### config.mk
export PLATFORM = sky130hd
export DESIGN_NAME = aas_sequencer
export DESIGN_NICKNAME = d
export VERILOG_FILES = /design/src/hdl/aas_pkg.sv /design/src/hdl/aas_timer.sv /design/src/hdl/aas_watch.sv /design/src/hdl/aas_sequencer.sv
export SDC_FILE = /design/constraint.sdc
export NUM_CORES = 1
export LEC_CHECK = 0
export BUFFER_PORTS_ARGS = -buffer_cell sky130_fd_sc_hd__buf_2
export CORE_MARGIN = 10
export CORE_UTILIZATION = 45
export CTS_BUF_LIST = sky130_fd_sc_hd__clkbuf_16
export DETAILED_ROUTE_END_ITERATION = 12
export GPL_TIMING_DRIVEN = 0
export PLACE_DENSITY = 0.73
export SETUP_SLACK_MARGIN = 0.4
export SYNTH_ARGS = -nofsm -noshare
export SYNTH_HDL_FRONTEND = slang
export SYNTH_HIERARCHICAL = 1
export SYNTH_SLANG_ARGS = --single-unit
export TNS_END_PERCENT = 20
### constraint.sdc
create_clock -name clk_sys_in -period 3.3 [get_ports clk_sys_in]
set_input_delay 0.33 -clock clk_sys_in [delete_from_list [all_inputs] [get_ports clk_sys_in]]
set_output_delay 0.33 -clock clk_sys_in [all_outputs]
set_load 0.02 [all_outputs]
### src/hdl/aas_pkg.sv
`default_nettype none
package aas_pkg;

    // ------------------------------------------------------------
    // Register map (byte addresses)
    // ------------------------------------------------------------
    localparam logic [7:0] ADDR_DATA0   = 8'h00; // 8 data words, 0x00..0x1C
    localparam logic [7:0] ADDR_LT6     = 8'h20;
    localparam logic [7:0] ADDR_LT7     = 8'h24;
    localparam logic [7:0] ADDR_UT6     = 8'h28;
    localparam logic [7:0] ADDR_UT7     = 8'h2C;
    localparam logic [7:0] ADDR_CTRL    = 8'h30;
    localparam logic [7:0] ADDR_CMPRES  = 8'h34;
    localparam logic [7:0] ADDR_INTCTL  = 8'h38;
    localparam logic [7:0] ADDR_PRESC   = 8'h3C;

    // ------------------------------------------------------------
    // Field positions
    // ------------------------------------------------------------
    localparam int CTRL_RUN_BIT   = 0;
    localparam int CTRL_CONT_BIT  = 1;
    localparam int CTRL_POW_BIT   = 2;
    localparam int CTRL_EXTEN_BIT = 3;
    localparam int CTRL_INTEN_BIT = 4;
    localparam int CTRL_FCH_LSB   = 5;
    localparam int INT_EOS_BIT    = 0;
    localparam int INT_WDG_BIT    = 1;
    localparam int INT_EOSM_BIT   = 2;
    localparam int INT_WDGM_BIT   = 3;
    localparam int INT_PRI_LSB    = 4;
    localparam int CMP_LSB        = 4;

    // ------------------------------------------------------------
    // Reset values and timing
    // ------------------------------------------------------------
    localparam logic [7:0]  CTRL_RESET      = 8'h00;
    localparam logic [2:0]  PRESC_RESET     = 3'h7;
    localparam logic [7:0]  THR_LOW_RESET   = 8'h00;
    localparam logic [7:0]  THR_HIGH_RESET  = 8'hFF;
    localparam int          CONV_CYCLES     = 138;
    localparam int          SAMPLE_CYCLES   = 84;
    localparam logic [7:0]  CONV_CYC_8      = 8'(CONV_CYCLES);
    localparam logic [7:0]  SAMPLE_CYC_8    = 8'(SAMPLE_CYCLES);
    localparam logic [2:0]  LAST_CHANNEL    = 3'h7;
    localparam logic [2:0]  WDG_CH_A        = 3'h6;
    localparam logic [4:0]  FACTOR_MAX      = 5'h10;

    typedef struct packed {
        logic       valid;
        logic [2:0] channel;
        logic [7:0] value;
    } aas_result_s;

    typedef enum logic [2:0] {
        AAS_IDLE   = 3'b001,
        AAS_SAMPLE = 3'b010,
        AAS_CONV   = 3'b100
    } aas_state_e;

    // Division factor: 111 -> 1, 110 -> 2 ... 100 -> 8, lower codes (000..011) -> 16
    function automatic logic [4:0] aas_factor(input logic [2:0] sel);
        logic [4:0] f;
        f = 5'h00;
        unique case (sel)
            3'b111: f = 5'h01;
            3'b110: f = 5'h02;
            3'b101: f = 5'h04;
            3'b100: f = 5'h08;
            default: f = FACTOR_MAX;
        endcase
        return f;
    endfunction : aas_factor

endpackage : aas_pkg
`default_nettype wire

### src/hdl/aas_timer.sv
`default_nettype none
module aas_timer
    import aas_pkg::*;
(
    input  wire logic       clk_sys_in,
    input  wire logic       rstn_in,
    input  wire logic       start_in,
    input  wire logic       abort_in,
    input  wire logic [4:0] factor_in,
    output logic            sample_out,
    output logic            done_out
);
    // ------------------------------------------------------------
    // Prescale and cycle counters
    // ------------------------------------------------------------
    logic [4:0] pre_reg;
    logic [4:0] pre_next;
    logic [7:0] cyc_reg;
    logic [7:0] cyc_next;
    logic       busy_reg;
    logic       busy_next;
    logic       tick;
    logic       last;

    assign tick       = busy_reg && (pre_reg == factor_in - 5'h01);
    assign last       = tick && (cyc_reg == CONV_CYC_8 - 8'h01);
    assign pre_next   = (start_in || !busy_reg || tick) ? 5'h00 : pre_reg + 5'h01;
    assign cyc_next   = (start_in || !busy_reg) ? 8'h00 : (tick ? cyc_reg + 8'h01 : cyc_reg);
    assign busy_next  = abort_in ? 1'b0 : (start_in ? 1'b1 : (last ? 1'b0 : busy_reg));
    assign sample_out = busy_reg && (cyc_reg < SAMPLE_CYC_8);

    always_ff @(posedge clk_sys_in) begin
        if (!rstn_in) begin
            pre_reg  <= 5'h00;
            cyc_reg  <= 8'h00;
            busy_reg <= 1'b0;
            done_out <= 1'b0;
        end else begin
            pre_reg  <= pre_next;
            cyc_reg  <= cyc_next;
            busy_reg <= busy_next;
            done_out <= last && !abort_in;
        end
    end
endmodule : aas_timer
`default_nettype wire

### src/hdl/aas_watch.sv
`default_nettype none
module aas_watch
    import aas_pkg::*;
(
    input  wire logic        clk_sys_in,
    input  wire logic        rstn_in,
    input  wire aas_result_s result_in,
    input  wire logic [7:0]  low6_in,
    input  wire logic [7:0]  low7_in,
    input  wire logic [7:0]  high6_in,
    input  wire logic [7:0]  high7_in,
    input  wire logic        clear_in,
    output logic [3:0]       flags_out,
    output logic             alarm_out
);
    // ------------------------------------------------------------
    // Window compare on the two guarded channels
    // ------------------------------------------------------------
    logic       is6;
    logic       is7;
    logic [3:0] hit;
    logic [3:0] flags_next;

    assign is6 = result_in.valid && (result_in.channel == WDG_CH_A);
    assign is7 = result_in.valid && (result_in.channel == LAST_CHANNEL);
    // Bits: 0 low6, 1 high6, 2 low7, 3 high7
    assign hit[0] = is6 && (result_in.value <  low6_in);
    assign hit[1] = is6 && (result_in.value >= high6_in);
    assign hit[2] = is7 && (result_in.value <  low7_in);
    assign hit[3] = is7 && (result_in.value >= high7_in);
    // New hits win over a clear in the same cycle
    assign flags_next = (clear_in ? 4'h0 : flags_out) | hit;

    always_ff @(posedge clk_sys_in) begin
        if (!rstn_in) begin
            flags_out <= 4'h0;
            alarm_out <= 1'b0;
        end else begin
            flags_out <= flags_next;
            alarm_out <= |hit;
        end
    end
endmodule : aas_watch
`default_nettype wire

### src/hdl/aas_sequencer.sv
`default_nettype none
module aas_sequencer
    import aas_pkg::*;
(
    input  wire logic        clk_sys_in,
    input  wire logic        rstn_in,
    input  wire logic        psel,
    input  wire logic        penable,
    input  wire logic        pwrite,
    input  wire logic [7:0]  paddr,
    input  wire logic [31:0] pwdata,
    output logic [31:0]      prdata,
    output logic             pready,
    output logic             pslverr,
    input  wire logic        external_trigger_input_in,
    input  wire logic        timer_trigger_input_in,
    input  wire logic [7:0]  conv_value_in,
    output logic [2:0]       mux_channel_out,
    output logic             sample_hold_out,
    output logic             power_up_out,
    output logic             irq_out,
    output logic             irq_is_alarm_out,
    output logic [2:0]       irq_level_out
);
    // ------------------------------------------------------------
    // State
    // ------------------------------------------------------------
    aas_state_e  state_reg;
    aas_state_e  state_next;
    logic [7:0]  data_reg [0:7];
    logic [7:0]  low6_reg;
    logic [7:0]  low7_reg;
    logic [7:0]  high6_reg;
    logic [7:0]  high7_reg;
    logic        conversion_running_flag;
    logic        repeat_mode_reg;
    logic        power_reg;
    logic        ext_en_reg;
    logic        tim_en_reg;
    logic [2:0]  first_channel_select;
    logic [2:0]  division_select;
    logic [2:0]  level_reg;
    logic        end_of_sequence_request;
    logic        window_alarm_request;
    logic        eos_mask_reg;
    logic        wdg_mask_reg;
    logic [2:0]  chan_reg;
    logic [2:0]  seq_first_reg;
    logic [4:0]  seq_factor_reg;
    logic        ext_prev_reg;
    logic        tim_prev_reg;
    logic [7:0]  sample_reg;
    aas_result_s result;
    logic [3:0]  cmp_flags;
    logic        alarm_hit;
    logic        conv_done;
    logic        conv_sample;

    // ------------------------------------------------------------
    // APB decode
    // ------------------------------------------------------------
    logic        wr;
    logic        rd_ok;
    logic        sel_data;
    logic        wr_ctrl;
    logic        wr_int;
    logic        wdg_clear;
    logic [31:0] rd_mux;

    assign pready   = 1'b1;
    assign wr       = psel && penable && pwrite;
    assign sel_data = (paddr[7:5] == 3'h0) && (paddr[1:0] == 2'h0);
    assign wr_ctrl  = wr && (paddr == ADDR_CTRL);
    assign wr_int   = wr && (paddr == ADDR_INTCTL);
    assign rd_ok    = sel_data || (paddr == ADDR_LT6) || (paddr == ADDR_LT7)
                   || (paddr == ADDR_UT6) || (paddr == ADDR_UT7)
                   || (paddr == ADDR_CTRL) || (paddr == ADDR_CMPRES)
                   || (paddr == ADDR_INTCTL) || (paddr == ADDR_PRESC);
    assign pslverr  = psel && penable && !rd_ok;
    // Software clearing the alarm flag also clears the compare flags
    assign wdg_clear = wr_int && !pwdata[INT_WDG_BIT];

    always_comb begin
        rd_mux = 32'h0000_0000;
        if (sel_data) begin
            rd_mux = {24'h00_0000, data_reg[paddr[4:2]]};
        end else if (paddr == ADDR_LT6) begin
            rd_mux = {24'h00_0000, low6_reg};
        end else if (paddr == ADDR_LT7) begin
            rd_mux = {24'h00_0000, low7_reg};
        end else if (paddr == ADDR_UT6) begin
            rd_mux = {24'h00_0000, high6_reg};
        end else if (paddr == ADDR_UT7) begin
            rd_mux = {24'h00_0000, high7_reg};
        end else if (paddr == ADDR_CTRL) begin
            rd_mux = {24'h00_0000, first_channel_select, tim_en_reg, ext_en_reg,
                      power_reg, repeat_mode_reg, conversion_running_flag};
        end else if (paddr == ADDR_CMPRES) begin
            rd_mux = {24'h00_0000, cmp_flags, 4'h0};
        end else if (paddr == ADDR_INTCTL) begin
            rd_mux = {25'h000_0000, level_reg, wdg_mask_reg, eos_mask_reg,
                      window_alarm_request, end_of_sequence_request};
        end else if (paddr == ADDR_PRESC) begin
            rd_mux = {29'h0000_0000, division_select};
        end
    end

    always_ff @(posedge clk_sys_in) begin
        if (!rstn_in) begin
            prdata <= 32'h0000_0000;
        end else if (psel && !penable && !pwrite) begin
            prdata <= rd_mux;
        end
    end

    // ------------------------------------------------------------
    // Start detection and sequencing
    // ------------------------------------------------------------
    logic trig_edge;
    logic sw_start;
    logic start;
    logic last_done;
    logic seq_end;
    logic running_next;
    logic [2:0] fch_now;

    // A start written together with a new first channel uses the new one
    assign fch_now = wr_ctrl ? pwdata[CTRL_FCH_LSB +: 3] : first_channel_select;

    // Rising edges of enabled trigger inputs
    assign trig_edge = (ext_en_reg && external_trigger_input_in && !ext_prev_reg)
                    || (tim_en_reg && timer_trigger_input_in && !tim_prev_reg);
    assign sw_start  = wr_ctrl && pwdata[CTRL_RUN_BIT] && !conversion_running_flag;
    // Triggers only count while idle, which also covers continuous mode
    assign start     = power_reg && !conversion_running_flag && (sw_start || trig_edge);
    assign last_done = conv_done && (chan_reg == LAST_CHANNEL);
    assign seq_end   = last_done && !repeat_mode_reg;
    // Hardware clear in single mode; software clear of the flag stops continuous runs
    assign running_next = start ? 1'b1
                        : ((seq_end || !power_reg) ? 1'b0
                        : (wr_ctrl ? pwdata[CTRL_RUN_BIT] && conversion_running_flag
                        : conversion_running_flag));

    always_comb begin
        state_next = state_reg;
        unique case (state_reg)
            AAS_IDLE: begin
                if (start) begin
                    state_next = AAS_SAMPLE;
                end
            end
            AAS_SAMPLE: begin
                if (!running_next) begin
                    state_next = AAS_IDLE;
                end else if (!conv_sample) begin
                    state_next = AAS_CONV;
                end
            end
            AAS_CONV: begin
                if (!running_next) begin
                    state_next = AAS_IDLE;
                end else if (conv_done) begin
                    state_next = AAS_SAMPLE;
                end
            end
            default: state_next = AAS_IDLE;
        endcase
    end

    logic timer_start;
    logic abort;
    assign timer_start = start || (conv_done && running_next);
    assign abort       = (state_reg != AAS_IDLE) && !running_next;

    always_ff @(posedge clk_sys_in) begin
        if (!rstn_in) begin
            state_reg               <= AAS_IDLE;
            conversion_running_flag <= 1'b0;
            chan_reg                <= 3'h0;
            seq_first_reg           <= 3'h0;
            seq_factor_reg          <= 5'h01;
            ext_prev_reg            <= 1'b0;
            tim_prev_reg            <= 1'b0;
            sample_reg              <= 8'h00;
        end else begin
            state_reg               <= state_next;
            conversion_running_flag <= running_next;
            ext_prev_reg            <= external_trigger_input_in;
            tim_prev_reg            <= timer_trigger_input_in;
            if (start) begin
                seq_first_reg  <= fch_now;
                seq_factor_reg <= aas_factor(division_select);
                chan_reg       <= fch_now;
            end else if (conv_done) begin
                chan_reg <= last_done ? seq_first_reg : chan_reg + 3'h1;
            end
            if (conv_sample) begin
                sample_reg <= conv_value_in;
            end
        end
    end

    assign result.valid   = conv_done && conversion_running_flag;
    assign result.channel = chan_reg;
    assign result.value   = sample_reg;

    // ------------------------------------------------------------
    // Register writes and result storage
    // ------------------------------------------------------------
    always_ff @(posedge clk_sys_in) begin
        if (!rstn_in) begin
            repeat_mode_reg      <= CTRL_RESET[CTRL_CONT_BIT];
            power_reg            <= CTRL_RESET[CTRL_POW_BIT];
            ext_en_reg           <= CTRL_RESET[CTRL_EXTEN_BIT];
            tim_en_reg           <= CTRL_RESET[CTRL_INTEN_BIT];
            first_channel_select <= CTRL_RESET[CTRL_FCH_LSB +: 3];
            division_select      <= PRESC_RESET;
            low6_reg             <= THR_LOW_RESET;
            low7_reg             <= THR_LOW_RESET;
            high6_reg            <= THR_HIGH_RESET;
            high7_reg            <= THR_HIGH_RESET;
            for (int i = 0; i < 8; i++) begin
                data_reg[i] <= 8'h00;
            end
        end else begin
            if (wr_ctrl) begin
                repeat_mode_reg      <= pwdata[CTRL_CONT_BIT];
                power_reg            <= pwdata[CTRL_POW_BIT];
                ext_en_reg           <= pwdata[CTRL_EXTEN_BIT];
                tim_en_reg           <= pwdata[CTRL_INTEN_BIT];
                first_channel_select <= pwdata[CTRL_FCH_LSB +: 3];
            end
            if (wr && paddr == ADDR_PRESC) begin
                division_select <= pwdata[2:0];
            end
            if (wr && paddr == ADDR_LT6) begin
                low6_reg <= pwdata[7:0];
            end
            if (wr && paddr == ADDR_LT7) begin
                low7_reg <= pwdata[7:0];
            end
            if (wr && paddr == ADDR_UT6) begin
                high6_reg <= pwdata[7:0];
            end
            if (wr && paddr == ADDR_UT7) begin
                high7_reg <= pwdata[7:0];
            end
            if (result.valid) begin
                data_reg[chan_reg] <= sample_reg;
            end else if (wr && sel_data) begin
                data_reg[paddr[4:2]] <= pwdata[7:0];
            end
        end
    end

    // ------------------------------------------------------------
    // Interrupt control
    // ------------------------------------------------------------
    logic eos_set;
    assign eos_set = last_done && conversion_running_flag;

    always_ff @(posedge clk_sys_in) begin
        if (!rstn_in) begin
            end_of_sequence_request <= 1'b0;
            window_alarm_request    <= 1'b0;
            eos_mask_reg            <= 1'b0;
            wdg_mask_reg            <= 1'b0;
            level_reg               <= 3'h0;
        end else begin
            // Hardware set wins over a software write in the same cycle
            end_of_sequence_request <= eos_set
                                    || (wr_int ? pwdata[INT_EOS_BIT] : end_of_sequence_request);
            window_alarm_request    <= alarm_hit
                                    || (wr_int ? pwdata[INT_WDG_BIT] : window_alarm_request);
            if (wr_int) begin
                eos_mask_reg <= pwdata[INT_EOSM_BIT];
                wdg_mask_reg <= pwdata[INT_WDGM_BIT];
                level_reg    <= pwdata[INT_PRI_LSB +: 3];
            end
        end
    end

    logic wdg_act;
    logic eos_act;
    assign wdg_act          = window_alarm_request && wdg_mask_reg;
    assign eos_act          = end_of_sequence_request && eos_mask_reg;
    assign irq_out          = (wdg_act || eos_act) && (level_reg != 3'h0);
    assign irq_is_alarm_out = wdg_act && irq_out;
    assign irq_level_out    = level_reg;

    assign mux_channel_out  = chan_reg;
    assign sample_hold_out  = conv_sample;
    assign power_up_out     = power_reg;

    // ------------------------------------------------------------
    // Submodules
    // ------------------------------------------------------------
    aas_timer u_timer (
        .clk_sys_in (clk_sys_in),
        .rstn_in    (rstn_in),
        .start_in   (timer_start),
        .abort_in   (abort),
        .factor_in  (seq_factor_reg),
        .sample_out (conv_sample),
        .done_out   (conv_done)
    );

    aas_watch u_watch (
        .clk_sys_in (clk_sys_in),
        .rstn_in    (rstn_in),
        .result_in  (result),
        .low6_in    (low6_reg),
        .low7_in    (low7_reg),
        .high6_in   (high6_reg),
        .high7_in   (high7_reg),
        .clear_in   (wdg_clear),
        .flags_out  (cmp_flags),
        .alarm_out  (alarm_hit)
    );
endmodule : aas_sequencer
`default_nettype wire

==> run metrics <==
run status=complete, no violations; Synth Register Bits=approximately 170; # fillers=between 1500 and 2000; number of remaining DRC errors=0; Die ar.=25720 um^2; share of the synthesized area in the top cell type=0.2302; worst-margin pin slew=1.071 ns; share of layout cells above drive strength 1=0.1590; Startpoint Class=input port; Yosys cell types=78; H-tree depth=4; Final Max Slew Viols=0; CTS Hold Bufs=0; Synth Area in Simple Gates=0.1871; Yosys top cell by area=dfxtp_1; Seq/Total Area, Yosys=0.4470; commonest non-fill, non-tap cell in the layout=dfxtp_1; global placement routability congestion=0.9671; Pwr Total=4.388 mW; worst flop-to-flop path endpoint=u_timer/cyc_reg[6]; Sequential Area=3964 um^2; maximum clock rate=367.5 MHz; grt total ovfl=0; Row Count=51; Post-Syn Area=8869 um^2; postcts setup bufs=0; post-cts sizing count=0; Post-synth ARST share=0; CP Capture Type=register; Compound-Gate Fraction of Synth Area=0.1170; Mapped Cells=897; Tcrit/Tclk final=0.8246; dpl cell area=9512 um^2; final setup fails=0; CTS sink cnt=about 170; routed wire length=~25000 um; Final Hold Fails=0; Via density=between 5 and 6; RSZ-0062 raised after global routing=false; 1st-iter DRT viols=672; Port-buffer cells=45; Post-Synth Adder-Cell Area=0.05079; Max Cap Viol=0; Cell Pwr Density=between 400 and 500 nW/um^2; critical path arrival=2.81 ns; CP Capture Point=data_reg[1][2]; clk_skew=roughly 0.012 ns; fin area=10090 um^2; wire length per cell=19.70 um; Clock Latency Late Sink=0.44 ns; non-filler cells, final=approximately 1300; Hold Path Depth=2; Hold Crit Start=external_trigger_input_in; Critical Path RT=3.38 ns; Syn. warnings=6; number of routed nets with antenna violations=0; Max transition margin=0.2653; met1 Usage GRT=0.2397; met3 usage in global routing=0.05573; Clock Tree Buf Depth=2; Die X-Extent=around 160 um; Hold WS=~0.13 ns; core area=19400 um^2; drt pass-1 iters=5; Post-synth EDFFs=64; CTS tree=built; initial antenna violation count=0; M2 GR Usage=0.3067; vias in the first global route=7060; critical path launch point=paddr[3]; Vias=about 7100; CTS Root Cell=clkbuf_16; peak fanout along the critical path=10; VDD IR max=0.3866 mV; grt peak-use layer=met2; reg-to-reg startpoint=mux_channel_out[1]; FF-to-FF setup slack=0.69 ns; diode count=0; setup_tns=0 ns; Num CTS Buffers=17; Largest register FFs=64; mux share of post-synthesis cell area=0.1188; xor-xnor portion of the synthesized cell area=0.009876; hpwl dp=approximately 18000 um; ys flop type=dfxtp_1; Initial Utilization=0.4572; Worst-path clk slew=approximately 0.060 ns; Post-Syn Area per Cell=9.887 um^2; largest net degree at the start of global routing=17; Multi-input gate area=4382 um^2; io pins=99; total track usage=0.1930; Synth-to-Final Area Change=13.74%; top cells by area in the synthesized netlist=dfxtp_1, edfxtp_1, mux2i_1; main combinational cell family by area after synthesis=simple AND/OR/NAND/NOR gates; Tmin final=roughly 2.7 ns; critical setup path kind=in2reg; Placed Cells incl. Taps=1230; LEAKAGE=3.979 nW; R2R depth=9; first-pass GRT wire length=approximately 39000 um; Die Y=about 160 um; commonest non-fill, non-tap cells in the layout=dfxtp_1, nor2_1, nand2_1; Worst Hold Class=in2reg; number of nets in the layout=1078
-- cell families after synthesis --
| family | after synthesis |
|---|---|
| compound gates | 154 |
| xor+xnor | 10 |
| fa+ha+maj | 36 |
| buf+inv | 123 |
| flops | 166 |
| mux | 85 |
| other cells | 2 |
| simple gates | 321 |
-- power breakdown --
part           leakage, nW  total (mW)  switching (mW)  internal, mW
sequential            1.48        2.16         0.00951          2.15
combinational         2.21       0.294           0.189         0.105
clock                0.293        1.93           0.836          1.09
total                 3.98        4.39            1.04          3.35
-- per-stage QoR --
step           setup slack, ns    util
2_1_floorplan           0.8125       -
3_3_place_gp            0.1417  0.4903
3_5_place_dp            0.1101  0.4903
4_1_cts                 0.5588  0.5188
5_1_grt                 0.4413  0.5200
6_report                0.5789  0.5200
-- final cells by class --
type | count | share of cell area
sequential | 166 | 0.3930
timing repair buffer | 48 | 0.02456
multi-input combinational | 631 | 0.4344
clock inverter | 15 | 0.01265
buffer | 72 | 0.04143
tap | 265 | 0.03287
inverter | 51 | 0.01898
clock buffer | 17 | 0.04217
-- synthesized netlist by cell type, types with 4 or more instances --
cell type,instances
nor2_1,95
nor3b_1,5
nand4b_1,7
nor2b_1,32
o22ai_1,11
ha_1,36
o221ai_1,5
a21oi_1,33
buf_4,28
or3_1,7
o21ai_0,30
and3_1,5
nand2_1,91
nand2b_1,13
nor3_1,5
nand3_1,21
and2_1,5
nand4_1,4
clkbuf_1,23
a21boi_0,17
o211ai_1,6
buf_2,16
a31oi_1,7
mux2i_1,67
a211oi_1,9
dfxtp_1,102
mux4_2,16
inv_1,51
nand3b_1,7
o21ai_1,5
xor2_1,7
edfxtp_1,64
-- critical path: stages --
cell     delay [ns]
buf_2          0.18
buf_2          0.32
buf_1          0.66
nor2_1         0.25
mux2_2         0.36
nand2_1        0.33
nand2_1        0.36
-- metal layers --
metal | vias up | wire length (um)
met5 | - | 0
met4 | 0 | 887
met3 | 66 | 1928
met2 | 283 | 11580
met1 | 3422 | 10530
li1 | 3325 | -
-- how the worst min path moves through the flow --
stage	to
6_report	ext_prev_reg
5_1_grt	ext_prev_reg
4_1_cts	ext_prev_reg
3_5_place_dp	u_watch/flags_out[3]
3_3_place_gp	u_watch/flags_out[1]
2_1_floorplan	u_timer/pre_reg[0]
(Power assumes the default switching activity.)
